[src/rtl/cmirx_pkg.sv]
package cmirx_pkg;
  // Loss count fixed inside the 96..224 window
  localparam int unsigned LOS_MIN_CYC = 96;
  localparam int unsigned LOS_MAX_CYC = 224;
  localparam logic [7:0] LOS_TRIP_CNT = 8'h80;
  // Reference divider ratio (155.52 / 19.44 = 8)
  localparam logic [3:0] REF_DIV_RATIO = 4'h8;
  // Register byte offsets
  localparam logic [3:0] OFF_CTRL = 4'h0;
  localparam logic [3:0] OFF_STATUS = 4'h4;
  localparam logic [3:0] OFF_IRQ = 4'h8;
  localparam logic [3:0] OFF_MASK = 4'hC;
  // Control field positions and reset value
  localparam int unsigned CTRL_CMI_BIT = 0;
  localparam int unsigned CTRL_SRC_BIT = 1;
  localparam int unsigned CTRL_BYP_BIT = 2;
  localparam logic [2:0] CTRL_RESET = 3'h0;
  // Interrupt bits: 0 loss set, 1 loss clear, 2 code violation
  localparam int unsigned IRQ_W = 3;
  localparam logic [1:0] RESP_OKAY = 2'h0;
  localparam logic [1:0] RESP_SLVERR = 2'h2;
endpackage : cmirx_pkg

[src/rtl/cmirx_los_det.sv]
`timescale 1ns/10ps
`default_nettype none
// Transition-absence and amplitude-loss detector
module cmirx_los_det (
  // Clock and reset
  input wire logic clk,
  input wire logic resetn,
  // Line observation
  input wire logic line_bit,
  input wire logic amp_low,
  input wire logic amp_high,
  // Loss status
  output logic loss
);
  logic line_prev_reg; // Previous line sample
  logic [7:0] quiet_reg; // Cycles without transition
  logic [7:0] amp_reg; // Cycles with amplitude low
  logic amp_loss_reg; // Latched amplitude loss

  // Previous sample for edge detect
  always_ff @(posedge clk or negedge resetn) begin
    if (!resetn) line_prev_reg <= 1'b0;
    else line_prev_reg <= line_bit;
  end

  always_ff @(posedge clk or negedge resetn) begin
    if (!resetn) quiet_reg <= 8'h00;
    else if (line_bit != line_prev_reg) quiet_reg <= 8'h00;
    else if (quiet_reg != cmirx_pkg::LOS_TRIP_CNT) quiet_reg <= quiet_reg + 8'h01;
  end

  // amplitude loss count; release above threshold
  always_ff @(posedge clk or negedge resetn) begin
    if (!resetn) begin
      amp_reg <= 8'h00;
      amp_loss_reg <= 1'b0;
    end else if (amp_high) begin
      amp_reg <= 8'h00;
      amp_loss_reg <= 1'b0;
    end else if (amp_low) begin
      if (amp_reg == cmirx_pkg::LOS_TRIP_CNT) amp_loss_reg <= 1'b1;
      else amp_reg <= amp_reg + 8'h01;
    end else begin
      amp_reg <= 8'h00;
    end
  end

  assign loss = (quiet_reg == cmirx_pkg::LOS_TRIP_CNT) | amp_loss_reg;
endmodule : cmirx_los_det
`default_nettype wire

[src/rtl/cmirx_decoder.sv]
`timescale 1ns/10ps
`default_nettype none
// CMI half-bit pair decoder with violation check
module cmirx_decoder (
  // Clock and reset
  input wire logic clk,
  input wire logic resetn,
  // Half-bit pair of one symbol
  input wire logic sym_valid,
  input wire logic first_half,
  input wire logic second_half,
  // Decoded result
  output logic bit_out,
  output logic viol_out
);
  logic last_one_reg; // Level of the last one symbol
  logic zero_sym; // Symbol looks like a zero
  logic one_sym; // Symbol looks like a one

  // zero is low then high, one is steady
  assign zero_sym = !first_half && second_half;
  assign one_sym = first_half == second_half;

  // Track alternating one level
  always_ff @(posedge clk or negedge resetn) begin
    if (!resetn) last_one_reg <= 1'b0;
    else if (sym_valid && one_sym) last_one_reg <= first_half;
  end

  always_ff @(posedge clk or negedge resetn) begin
    if (!resetn) begin
      bit_out <= 1'b0;
      viol_out <= 1'b0;
    end else if (sym_valid) begin
      bit_out <= one_sym;
      viol_out <= !(zero_sym || one_sym) ||
                  (one_sym && first_half == last_one_reg);
    end
  end
endmodule : cmirx_decoder
`default_nettype wire

[src/rtl/cmirx_top.sv]
// The placing of the registers and register access over AXI4-Lite were left to the implementer.
`timescale 1ns/10ps
`default_nettype none
module cmirx_top (
  // Clock and reset
  input wire logic clk,
  input wire logic resetn,
  // Line inputs, sampled at half-bit rate
  input wire logic optical_serial_in_pos,
  input wire logic optical_serial_in_neg,
  input wire logic equalized_coax_input,
  input wire logic reference_clock_in,
  // Comparator and detect inputs
  input wire logic amplitude_loss_input,
  input wire logic amplitude_threshold_ref,
  input wire logic optical_signal_detect,
  // Recovered outputs
  output logic recovered_clock_out,
  output logic recovered_data_out,
  output logic code_violation_flag,
  output logic signal_loss_indicator,
  output logic ref_div_out,
  output logic irq,
  // AXI4-Lite write address and data
  input wire logic [3:0] s_axi_awaddr,
  input wire logic s_axi_awvalid,
  output logic s_axi_awready,
  input wire logic [31:0] s_axi_wdata,
  input wire logic [3:0] s_axi_wstrb,
  input wire logic s_axi_wvalid,
  output logic s_axi_wready,
  // AXI4-Lite write response
  output logic [1:0] s_axi_bresp,
  output logic s_axi_bvalid,
  input wire logic s_axi_bready,
  // AXI4-Lite read
  input wire logic [3:0] s_axi_araddr,
  input wire logic s_axi_arvalid,
  output logic s_axi_arready,
  output logic [31:0] s_axi_rdata,
  output logic [1:0] s_axi_rresp,
  output logic s_axi_rvalid,
  input wire logic s_axi_rready
);
  ////////////////////////////////////////////////////////////////////
  logic [2:0] ctrl_reg; // Mode, source and bypass control
  logic [2:0] irq_reg; // Sticky events
  logic [2:0] mask_reg; // Interrupt enables
  logic [3:0] awaddr_reg; // Latched write address
  logic aw_have_reg; // Write address held
  logic [31:0] wdata_reg; // Latched write data
  logic w_have_reg; // Write data held
  logic cmi_mode; // CMI decoding on
  logic coax_sel; // Coax input chosen
  logic bypass; // PLL bypass test
  logic line_bit; // Selected line sample
  logic phase_reg; // Half-bit phase
  logic first_reg; // First half of symbol
  logic clk_out_reg; // Recovered clock level
  logic loss_det; // Detector loss
  logic use_ref; // Clock taken from reference
  logic use_ref_prev_reg; // Previous source state
  logic dec_bit; // Decoded bit
  logic dec_viol; // Decoded violation
  logic [3:0] div_reg; // Reference divider count
  logic ref_div_reg; // Divided clock level
  logic wr_fire; // Write executes
  logic [2:0] events; // Event pulses

  assign cmi_mode = ctrl_reg[cmirx_pkg::CTRL_CMI_BIT];
  assign coax_sel = ctrl_reg[cmirx_pkg::CTRL_SRC_BIT];
  assign bypass = ctrl_reg[cmirx_pkg::CTRL_BYP_BIT];

  ////////////////////////////////////////////////////////////////////
  // input routing; high picks coax
  assign line_bit = coax_sel ? equalized_coax_input
                  : (optical_serial_in_pos & ~optical_serial_in_neg);

  // Loss detection on the selected line
  cmirx_los_det u_los (
    .clk(clk),
    .resetn(resetn),
    .line_bit(line_bit),
    .amp_low(amplitude_loss_input),
    .amp_high(amplitude_threshold_ref),
    .loss(loss_det)
  );

  // signal detect in NRZ; bypass forces reference
  assign use_ref = loss_det | bypass |
                   (!cmi_mode && !optical_signal_detect);
  assign signal_loss_indicator = !use_ref;

  ////////////////////////////////////////////////////////////////////
  // Half-bit phase and first-half capture
  always_ff @(posedge clk or negedge resetn) begin
    if (!resetn) begin
      phase_reg <= 1'b0;
      first_reg <= 1'b0;
    end else begin
      phase_reg <= ~phase_reg;
      if (!phase_reg) first_reg <= line_bit;
    end
  end

  // Symbol decoder, one symbol per two samples
  cmirx_decoder u_dec (
    .clk(clk),
    .resetn(resetn),
    .sym_valid(phase_reg),
    .first_half(first_reg),
    .second_half(line_bit),
    .bit_out(dec_bit),
    .viol_out(dec_viol)
  );

  // Recovered clock: low half follows update; reference on loss, signal-detect drop in NRZ or bypass
  always_ff @(posedge clk or negedge resetn) begin
    if (!resetn) clk_out_reg <= 1'b0;
    else if (use_ref) clk_out_reg <= reference_clock_in;
    else clk_out_reg <= ~phase_reg;
  end

  // data moves as clock falls while locked; CMI or NRZ
  always_ff @(posedge clk or negedge resetn) begin
    if (!resetn) begin
      recovered_data_out <= 1'b0;
      code_violation_flag <= 1'b0;
    end else if (use_ref && !bypass) begin
      recovered_data_out <= 1'b0;
      code_violation_flag <= 1'b0;
    end else begin
      // Data moves only on phase_reg edges, where the clock output falls unless bypass takes the reference
      if (phase_reg) recovered_data_out <= cmi_mode ? dec_bit : line_bit;
      // flag only in CMI, dropped as soon as NRZ is chosen
      if (!cmi_mode) code_violation_flag <= 1'b0;
      else if (phase_reg) code_violation_flag <= dec_viol;
    end
  end
  assign recovered_clock_out = clk_out_reg;

  // divide clk by 16, the locked recovered clock rate over 8, to reference rate
  always_ff @(posedge clk or negedge resetn) begin
    if (!resetn) begin
      div_reg <= 4'h0;
      ref_div_reg <= 1'b0;
    end else if (div_reg == cmirx_pkg::REF_DIV_RATIO - 4'h1) begin
      div_reg <= 4'h0;
      ref_div_reg <= ~ref_div_reg;
    end else begin
      div_reg <= div_reg + 4'h1;
    end
  end
  assign ref_div_out = ref_div_reg;

  ////////////////////////////////////////////////////////////////////
  // Events: loss rise, loss fall, violation
  always_ff @(posedge clk or negedge resetn) begin
    if (!resetn) use_ref_prev_reg <= 1'b0;
    else use_ref_prev_reg <= use_ref;
  end
  assign events = {code_violation_flag, use_ref_prev_reg & ~use_ref,
                   use_ref & ~use_ref_prev_reg};

  ////////////////////////////////////////////////////////////////////
  // AXI write channel capture
  assign s_axi_awready = !aw_have_reg && !s_axi_bvalid;
  assign s_axi_wready = !w_have_reg && !s_axi_bvalid;
  assign wr_fire = aw_have_reg && w_have_reg && !s_axi_bvalid;

  always_ff @(posedge clk or negedge resetn) begin
    if (!resetn) begin
      aw_have_reg <= 1'b0;
      awaddr_reg <= 4'h0;
    end else if (s_axi_awvalid && s_axi_awready) begin
      aw_have_reg <= 1'b1;
      awaddr_reg <= s_axi_awaddr;
    end else if (wr_fire) aw_have_reg <= 1'b0;
  end

  always_ff @(posedge clk or negedge resetn) begin
    if (!resetn) begin
      w_have_reg <= 1'b0;
      wdata_reg <= 32'h0000_0000;
    end else if (s_axi_wvalid && s_axi_wready) begin
      w_have_reg <= 1'b1;
      wdata_reg <= s_axi_wdata;
    end else if (wr_fire) w_have_reg <= 1'b0;
  end

  // Write response
  always_ff @(posedge clk or negedge resetn) begin
    if (!resetn) begin
      s_axi_bvalid <= 1'b0;
      s_axi_bresp <= cmirx_pkg::RESP_OKAY;
    end else if (wr_fire) begin
      s_axi_bvalid <= 1'b1;
      s_axi_bresp <= (awaddr_reg == cmirx_pkg::OFF_STATUS)
                     ? cmirx_pkg::RESP_SLVERR : cmirx_pkg::RESP_OKAY;
    end else if (s_axi_bready) s_axi_bvalid <= 1'b0;
  end

  // Control and mask registers
  always_ff @(posedge clk or negedge resetn) begin
    if (!resetn) begin
      ctrl_reg <= cmirx_pkg::CTRL_RESET;
      mask_reg <= 3'h0;
    end else if (wr_fire && s_axi_wstrb[0]) begin
      if (awaddr_reg == cmirx_pkg::OFF_CTRL) ctrl_reg <= wdata_reg[2:0];
      if (awaddr_reg == cmirx_pkg::OFF_MASK) mask_reg <= wdata_reg[2:0];
    end
  end

  // Sticky events, set wins over write-one-to-clear
  always_ff @(posedge clk or negedge resetn) begin
    if (!resetn) irq_reg <= 3'h0;
    else if (wr_fire && s_axi_wstrb[0] &&
             awaddr_reg == cmirx_pkg::OFF_IRQ)
      irq_reg <= (irq_reg & ~wdata_reg[2:0]) | events;
    else irq_reg <= irq_reg | events;
  end
  assign irq = |(irq_reg & mask_reg);

  // AXI read channel, answer one cycle after address
  assign s_axi_arready = !s_axi_rvalid;
  always_ff @(posedge clk or negedge resetn) begin
    if (!resetn) begin
      s_axi_rvalid <= 1'b0;
      s_axi_rdata <= 32'h0000_0000;
      s_axi_rresp <= cmirx_pkg::RESP_OKAY;
    end else if (s_axi_arvalid && s_axi_arready) begin
      s_axi_rvalid <= 1'b1;
      s_axi_rresp <= cmirx_pkg::RESP_OKAY;
      unique case (s_axi_araddr)
        cmirx_pkg::OFF_CTRL: s_axi_rdata <= {29'h0, ctrl_reg};
        cmirx_pkg::OFF_STATUS: s_axi_rdata <= {29'h0, bypass, loss_det, use_ref};
        cmirx_pkg::OFF_IRQ: s_axi_rdata <= {29'h0, irq_reg};
        cmirx_pkg::OFF_MASK: s_axi_rdata <= {29'h0, mask_reg};
        default: begin
          s_axi_rdata <= 32'h0000_0000;
          s_axi_rresp <= cmirx_pkg::RESP_SLVERR;
        end
      endcase
    end else if (s_axi_rready) s_axi_rvalid <= 1'b0;
  end
endmodule : cmirx_top
`default_nettype wire

[config.mk]
export PLATFORM = sky130hd
export DESIGN_NAME = cmirx_top
export DESIGN_NICKNAME = d
export VERILOG_FILES = /design/src/rtl/cmirx_pkg.sv /design/src/rtl/cmirx_los_det.sv /design/src/rtl/cmirx_decoder.sv /design/src/rtl/cmirx_top.sv
export SDC_FILE = /design/constraint.sdc
export NUM_CORES = 1
export LEC_CHECK = 0
export BUFFER_PORTS_ARGS = -buffer_cell sky130_fd_sc_hd__clkbuf_2
export CAP_MARGIN = 5
export CORE_MARGIN = 4
export CORE_UTILIZATION = 49
export CTS_CLUSTER_SIZE = 20
export DETAILED_ROUTE_END_ITERATION = 8
export PLACE_DENSITY = 0.79
export SLEW_MARGIN = 0
export SYNTH_ARGS = -nofsm -noshare
export SYNTH_HDL_FRONTEND = slang
export SYNTH_SLANG_ARGS = --single-unit
[constraint.sdc]
create_clock -name clk -period 1.9 [get_ports clk]
set_input_delay 0.19 -clock clk [delete_from_list [all_inputs] [get_ports clk]]
set_output_delay 0.19 -clock clk [all_outputs]
set_load 0.005 [all_outputs]
Word level (Yosys, flattened, before mapping)
Cells that the tools add are included.
{"block": "classes", "shifts": 0, "mul": 0, "n_eq_ne": 15, "n_reduce_logical": 41, "bitwise": 16, "div_mod_pow": 0, "addsub": 3, "magnitude_cmp": 0, "mux": 28}
{"operator": "2-to-1 mux 8 bit", "count": 5}
{"operator": "2-to-1 mux 1 bit", "count": 18}
{"operator": "adder 8 x 1 -> 8 bit (second input constant)", "count": 2}
{"operator": "equality test 4 bit (second input constant)", "count": 4}
{"operator": "equality test 8 bit (second input constant)", "count": 2}
{"operator": "nonzero test 2 bit", "count": 8}
{"operator": "logical AND 1 bit", "count": 14}
{"operator": "equality test 4 x 3 -> 1 bit (second input constant)", "count": 3}
{"operator": "one-hot mux 3 bit (4 select lines)", "count": 1}
{"operator": "logical NOT 1 bit", "count": 10}
{"operator": "logical NOT 4 bit", "count": 2}
{"operator": "inequality test 8 bit (second input constant)", "count": 1}
{"operator": "bitwise AND 3 bit", "count": 2}
{"operator": "OR 3 bit", "count": 2}
{"operator": "AND reduction 2 bit", "count": 3}
{"operator": "NOT 1 bit", "count": 5}
{"operator": "adder 4 x 1 -> 4 bit (second input constant)", "count": 1}
{"operator": "2-to-1 mux 2 bit", "count": 2}
{"operator": "2-to-1 mux 4 bit", "count": 1}
{"operator": "OR reduction 4 bit", "count": 1}
{"operator": "bitwise AND 1 bit", "count": 3}
{"operator": "2-to-1 mux 3 bit", "count": 1}
{"operator": "inequality test 3 x 1 -> 1 bit (second input constant)", "count": 1}
{"operator": "inequality test 3 bit (second input constant)", "count": 1}
{"operator": "6 further kinds", "count": 10}
{"block": "word_totals", "ram_bits": 0, "reg_bits": 88, "latchBits": 0, "memories": 0, "mem_bits_ro": 0, "wordCells": 130, "in_bits": 58}

Logic depth before layout (Yosys ltp)
Gate-level depths: netlist (run 1).
{"block": "logic_depth", "depth_word": 8, "mapped_depth": 6, "depth_no_buf": 6}

Hierarchy
Synthesis (run 1) repeated with hierarchy kept, for this count alone.
{"block": "unflattened", "cells_unflattened": 268, "area_unflattened_um2": 2891.5}
{"module": "cmirx_top", "instances": 1, "cells_per_inst": 159, "area_each_um2": 1811.7, "seq_area_each_um2": 900.9}
{"module": "cmirx_los_det", "instances": 1, "cells_per_inst": 97, "area_each_um2": 938.4, "seq_area_each_um2": 450.4}
{"module": "cmirx_decoder", "instances": 1, "cells_per_inst": 12, "area_each_um2": 141.4, "seq_area_each_um2": 75.1}

Worst setup path after synthesis (run 1)
OpenSTA, ideal clock, no wires.
{"block": "synth_path", "path_type": "reg2reg", "from": "register u_los.quiet_reg[0]", "to": "register clk_out_reg (netlist: recovered_clock_out)", "arrival_ps": 1529, "path_stages_with_launch": 6, "t_required_ps": 1775, "n_path_buf": 0, "path_slack_ps": 246, "path_cell_list": "dfrtp_1 inv_1 ha_1 nor3b_1 a211oi_2 mux2_2"}
{"block": "synth_between", "elab_chain_len": 5}
{"element": "start: declaration", "line_no": "cmirx_los_det.sv:16", "rtl": "logic [7:0] quiet_reg;"}
{"element": "start signal: assignment", "line_no": "cmirx_los_det.sv:29", "rtl": "else if (quiet_reg != cmirx_pkg::LOS_TRIP_CNT) quiet_reg <= quiet_reg + 8'h01;"}
{"element": "equality test 8 bit", "line_no": "cmirx_los_det.sv:48", "rtl": "assign loss = (quiet_reg == cmirx_pkg::LOS_TRIP_CNT) | amp_loss_reg;"}
{"element": "OR 1 bit", "line_no": "cmirx_los_det.sv:48"}
{"element": "OR 1 bit (2 in a row)", "line_no": "cmirx_top.sv:90", "rtl": "assign use_ref = loss_det | bypass |"}
{"element": "2-to-1 mux 1 bit", "line_no": "cmirx_top.sv:120", "rtl": "else if (use_ref) clk_out_reg <= reference_clock_in;"}
{"element": "end signal: assignment", "line_no": "cmirx_top.sv:120"}
{"element": "end signal: assignment", "line_no": "cmirx_top.sv:121", "rtl": "else clk_out_reg <= ~phase_reg;"}
{"element": "end: declaration", "line_no": "cmirx_top.sv:59", "rtl": "logic clk_out_reg;"}
No other way between the ends.
A chain may end at the register's enable or synchronous reset.

Worst setup path after layout (run 1)
{"block": "layout_path", "from": "register u_los.quiet_reg[0]", "to": "output signal_loss_indicator"}
{"block": "layout_between", "elab_chain_len": 5}
{"element": "equality test 8 bit", "line_no": "cmirx_los_det.sv:48"}
{"element": "OR 1 bit", "line_no": "cmirx_los_det.sv:48"}
{"element": "OR 1 bit (2 in a row)", "line_no": "cmirx_top.sv:90"}
{"element": "logical NOT 1 bit", "line_no": "cmirx_top.sv:92", "rtl": "assign signal_loss_indicator = !use_ref;"}
{"element": "end: declaration", "line_no": "cmirx_top.sv:21", "rtl": "output logic signal_loss_indicator,"}
No other way between the ends.

==> metrics, run 1 <==
sequential share of the synthesized area 0.508; Final Wtd Congestion 0.787; global-route wire length before repair 8510 um; clk_skew 0.00392 ns; clock root buffer master clkbuf_8; crit start category flip-flop; Tcrit/Tclk final 0.923; crit-path max cell delay 0.39 ns; grt total ovfl 0; CP Max Fanout 4; DRT Wirelength 4920 um; layout cells sized above 1 0.266; DRT antenna net count 0; count of flip-flops with a built-in enable after synthesis 0; clock-pin transition on the worst setup and hold timing paths 0.06 ns; Area Overhead vs Synth 16.7%; asr flop ratio synth 1.00; routed len/inst 12.6 um; Max VDD drop 0.000726 V; Setup WS pre-CTS 0.142 ns; Synth Register Bits 57; Req. time, crit path 1.71 ns; CTS max path bufs 2; outcome finished clean; site row count 27; Die Wd 83.7 um; Placed Cells 373; Synth Cell Area 2810 um^2; DRC 0; CTS tree built; clock sink count 57; CP Cell Sequence inv_1 > ha_1 > nor3b_2 > a211oi_2 > clkbuf_2; I/O Pins 105; unrepaired setup endpoints after global routing false; warnings from Yosys 0; synthesized instance count 257; Hold/Removal Path Class input pin to flip-flop; top post-synthesis cells by area dfrtp_1, buf_4, mux2_2; Initial DRT Pass Iterations 4; Crit-path slowest cell dfrtp_1; initial antenna violation count 0; Least-Margin Pin Slew 0.554 ns; FILL cells 476; Final Max Tran Viols 0; largest net degree at the start of global routing 24; vias in the first global route 1882; diodes inserted 0; total number of vias 1891; final hold violations 0; DR iter-0 viols 52; Pwr Density 1180 nW/um^2; crit path capture type output pin; Tot Pwr 3.87 mW; initial core utilization 0.507; WS Path Type flip-flop to output pin; # H-tree levels 3; Yosys cell types 39; Rel. slew slack 0.628; most common library cells after synthesis dfrtp_1, buf_4, nor2_1; Most used DFF post-synth dfrtp_1; utilization after layout 0.592; area leader, netlist dfrtp_1; crit path DAT 1.56 ns; DPL Wire Length 3690 um; clock period minus worst slack 1.75 ns; CORE AREA 5540 um^2; Non-Filler Instances 392; most used standard cell by instance count after synthesis dfrtp_1; leakage power 1.69 nW; Chip Height 83.7 um; Max-Cap Viols 0; share of the synthesized area in the top cell type 0.508; GR Util All Layers 0.151; Via density 4.82; die area 7010 um^2; setup ws final 0.146 ns; clock latency on the worst-skew pair 0.33 ns; Mapped Avg Cell Area 10.9 um^2; NumNets Final 378; Buffers on Ports 41; final setup fails 0; Max Freq 0.570 GHz; CTS buffer count 9; setup TNS 0 ns
## area by class of cell
type	count	area (um^2)	area share
flip-flops and latches	57	1430	0.435
multi-input cells	184	1210	0.369
repair buffers	51	298	0.0908
clock buffers	14	173	0.0527
well taps	72	90.1	0.0275
inverters	12	45.0	0.0137
clock inverters	2	35.0	0.0107
## critical path: cells and delay by family, from the launching register on
family / cells / cell delay, ns
buf+inv: 2 / 0.23
flops: 1 / 0.39
compound gates: 1 / 0.27
fa+ha+maj: 1 / 0.18
simple gates: 1 / 0.16
## worst paths after layout
kind                                         endpoint                from  cells after the start  slack, ns
worst max-delay path            signal_loss_indicator  u_los.quiet_reg[0]                      5       0.15
worst min-delay path                     s_axi_bvalid        s_axi_bready                      2       0.03
worst max register to register    recovered_clock_out  u_los.quiet_reg[0]                      6       0.20
worst min register to register             irq_reg[0]    use_ref_prev_reg                      1       0.45
max in group asynchronous          u_los.quiet_reg[2]              resetn                      3       1.00
min in group asynchronous            u_los.amp_reg[3]              resetn                      2       0.36
## timing repair
item,in CTS,in global routing
buffers inserted,1,0
endpoints found under the hold margin,18,0
endpoints found under the setup margin,1,2
hold buffers,2,0
gates resized for setup,0,1
pin swaps,1,0
## metal layers
layer,part of all wire,global-route usage,up-vias
met5,0,0,-
met4,0.025,0.0863,0
met3,0.054,0.0365,13
met2,0.48,0.239,56
met1,0.44,0.189,897
li1,-,-,925
## logic make-up after synthesis
family	share of synthesized area
and+or+nand+nor	0.148
buffers and inverters	0.103
muxes	0.0891
adders and majority gates	0.0223
AOI/OAI and AO/OA	0.0784
xor gates and xnor gates	0.0499
other	0.00134
DFF	0.508
## layout by cell type (no fill, tap or decap), drive strengths merged, types with 6 or more instances in the layout
cell    count
nand2b      6
nand2      12
nor2b       6
a21oi       8
buf         8
nor2       26
dfrtp      57
inv        12
conb       31
nand3      11
xor2       11
clkbuf     55
mux2       15
mux2i       7
## report_power, final
part | total, mW | internal, mW | switching [mW]
Combinational | 0.930 | 0.521 | 0.408
Clock | 1.16 | 0.712 | 0.446
Sequential | 1.79 | 1.50 | 0.282
## metrics by stage
stage | hold WS [ns] | area (um^2)
after floorplan | -0.106 | 2920
after global placement | 0.185 | 3040
after detailed placement | 0.192 | 3040
after CTS | 0.0155 | 3270
after global routing | 0.0613 | 3280
final | 0.0271 | 3280
No activity file was read; power rests on OpenSTA's default activity.
==> run 2, diff against run 1 <==
--- a/config.mk
+++ b/config.mk
@@ -8,10 +8,11 @@
 export BUFFER_PORTS_ARGS = -buffer_cell sky130_fd_sc_hd__clkbuf_2
 export CAP_MARGIN = 5
 export CORE_MARGIN = 4
-export CORE_UTILIZATION = 49
+export CORE_UTILIZATION = 51
+export CTS_BUF_LIST = sky130_fd_sc_hd__clkbuf_8
 export CTS_CLUSTER_SIZE = 20
 export DETAILED_ROUTE_END_ITERATION = 8
-export PLACE_DENSITY = 0.79
+export PLACE_DENSITY_LB_ADDON = 0.08
 export SLEW_MARGIN = 0
 export SYNTH_ARGS = -nofsm -noshare
 export SYNTH_HDL_FRONTEND = slang
==> metrics, run 2 (synthesis gave the netlist of run 1 again) <==
Final Wtd Congestion 0.807; clock root buffer master clkbuf_8; clock sink count 57; Final Max Tran Viols 0; Max-Cap Viols 0; storage element area 1430 um^2; FF-to-FF setup slack 0.18 ns; CTS buffer count 9; DPL Wire Length 3530 um; Via density 4.78; initial core utilization 0.536; Tot Pwr 3.81 mW; Chip Height 82.2 um; Initial DRT Pass Iterations 4; vias in the first global route 1817; Max Freq 0.575 GHz; Non-Filler Instances 387; Buffers on Ports 41; largest net degree at the start of global routing 58; Pwr Density 1170 nW/um^2; global-route wire length before repair 8250 um; Tcrit/Tclk final 0.916; grt total ovfl 0; crit path capture type output pin; DRT antenna net count 0; CTS tree built; worst r2r src u_los.quiet_reg[0]; routed len/inst 12.6 um; I/O Pins 105; diodes inserted 0; final hold violations 0; WHS Path Cells 2; Reg2Reg Depth 6; unrepaired setup endpoints after global routing false; met3 Resource Use GR 0.0456; clock latency on the worst-skew pair 0.32 ns; R2R Path End recovered_clock_out; FILL cells 478; met1 Resource Use GR 0.218; Placed Cells 369; Req. time, crit path 1.71 ns; busiest grt layer met2; Die Wd 82.2 um; NumNets Final 376; clock-pin transition on the worst setup and hold timing paths 0.06 ns; outcome finished clean; WS Path Type flip-flop to output pin; Hold EP s_axi_bvalid; commonest non-fill, non-tap cell in the layout dfrtp_1; crit path DAT 1.55 ns; crit start category flip-flop; most frequent cells in the layout dfrtp_1, clkbuf_2, conb_1; Area Overhead vs Synth 15.9%; DR iter-0 viols 77; initial antenna violation count 0; clk_skew 0.00709 ns; die area 6760 um^2; DRT Wirelength 4880 um; clock period minus worst slack 1.74 ns; setup TNS 0 ns; multi-input logic area 1220 um^2; final hold slack 0.0382 ns; Max VDD drop 0.000707 V; GR Util All Layers 0.162; CP Max Fanout 4; Hold/Removal Path Class input pin to flip-flop; worst hold start s_axi_bready; # H-tree levels 3; design area 3260 um^2; final setup fails 0; CORE AREA 5240 um^2; layout cells sized above 1 0.262; leakage power 1.68 nW; routing usage on met2 0.244; site row count 26; DRC 0; total number of vias 1850; CTS max path bufs 2; Post-Place Cell Area 3020 um^2
-- run 2: cell types whose count changed in the layout (fill, tap and decap cells not counted), sizes merged --
cell    delta
clkbuf     -3
buf        -2
clkinv     +1
inv        +1
-- run 2: cell type report --
cell class	count	share of cell area
repair buffers	49	0.0869
inverters	12	0.0138
multi-input cells	184	0.374
clock buffers	11	0.0465
flip-flops and latches	57	0.438
well taps	70	0.0269
clock inverters	4	0.0135
-- run 2: through the flow --
step | setup WS [ns] | utilization
detailed placement | -0.0563 | 0.577
global route | 0.0692 | 0.622
CTS | 0.0324 | 0.619
finish | 0.159 | 0.622
global placement | -0.00511 | 0.577
floorplan | 0.246 | -
-- run 2: what timing repair did --
action,in CTS,in global routing
resized for setup,1,1
hold endpoints to repair,57,1
buffers inserted,1,0
hold buffers,1,1
endpoints found under the setup margin,4,3
pin swaps,1,0
-- run 2: how the worst max path moves through the flow --
| stage | from | to | slack [ns] | depth (start not counted) |
|---|---|---|---|---|
| global route | u_los.quiet_reg[0] | signal_loss_indicator | 0.07 | 5 |
| CTS | u_los.quiet_reg[0] | signal_loss_indicator | 0.03 | 5 |
| finish | u_los.quiet_reg[0] | signal_loss_indicator | 0.16 | 5 |
| detailed placement | u_los.quiet_reg[0] | s_axi_rdata[0] | -0.06 | 6 |
| global placement | u_los.quiet_reg[0] | s_axi_rdata[0] | -0.005 | 6 |
| floorplan | u_los.quiet_reg[0] | recovered_clock_out | 0.25 | 5 |
-- run 2: per-layer routing --
| metal | part of all wire | wire length [um] |
|---|---|---|
| met3 | 0.050 | 243 |
| met4 | 0.012 | 57 |
| met2 | 0.47 | 2280 |
| met5 | 0 | 0 |
| met1 | 0.47 | 2300 |
-- run 2: power breakdown --
part / total [mW] / internal, mW / leakage (nW) / switching, mW
Sequential: 1.78 / 1.50 / 0.722 / 0.271
Combinational: 0.926 / 0.517 / 0.849 / 0.409
Clock: 1.10 / 0.660 / 0.106 / 0.445
-- run 2: critical path: stages (launching register included) --
cell and delay, ns:
dfrtp_1 0.40, inv_1 0.06, ha_1 0.18, nor3b_2 0.18, a211oi_4 0.26, clkbuf_2 0.16
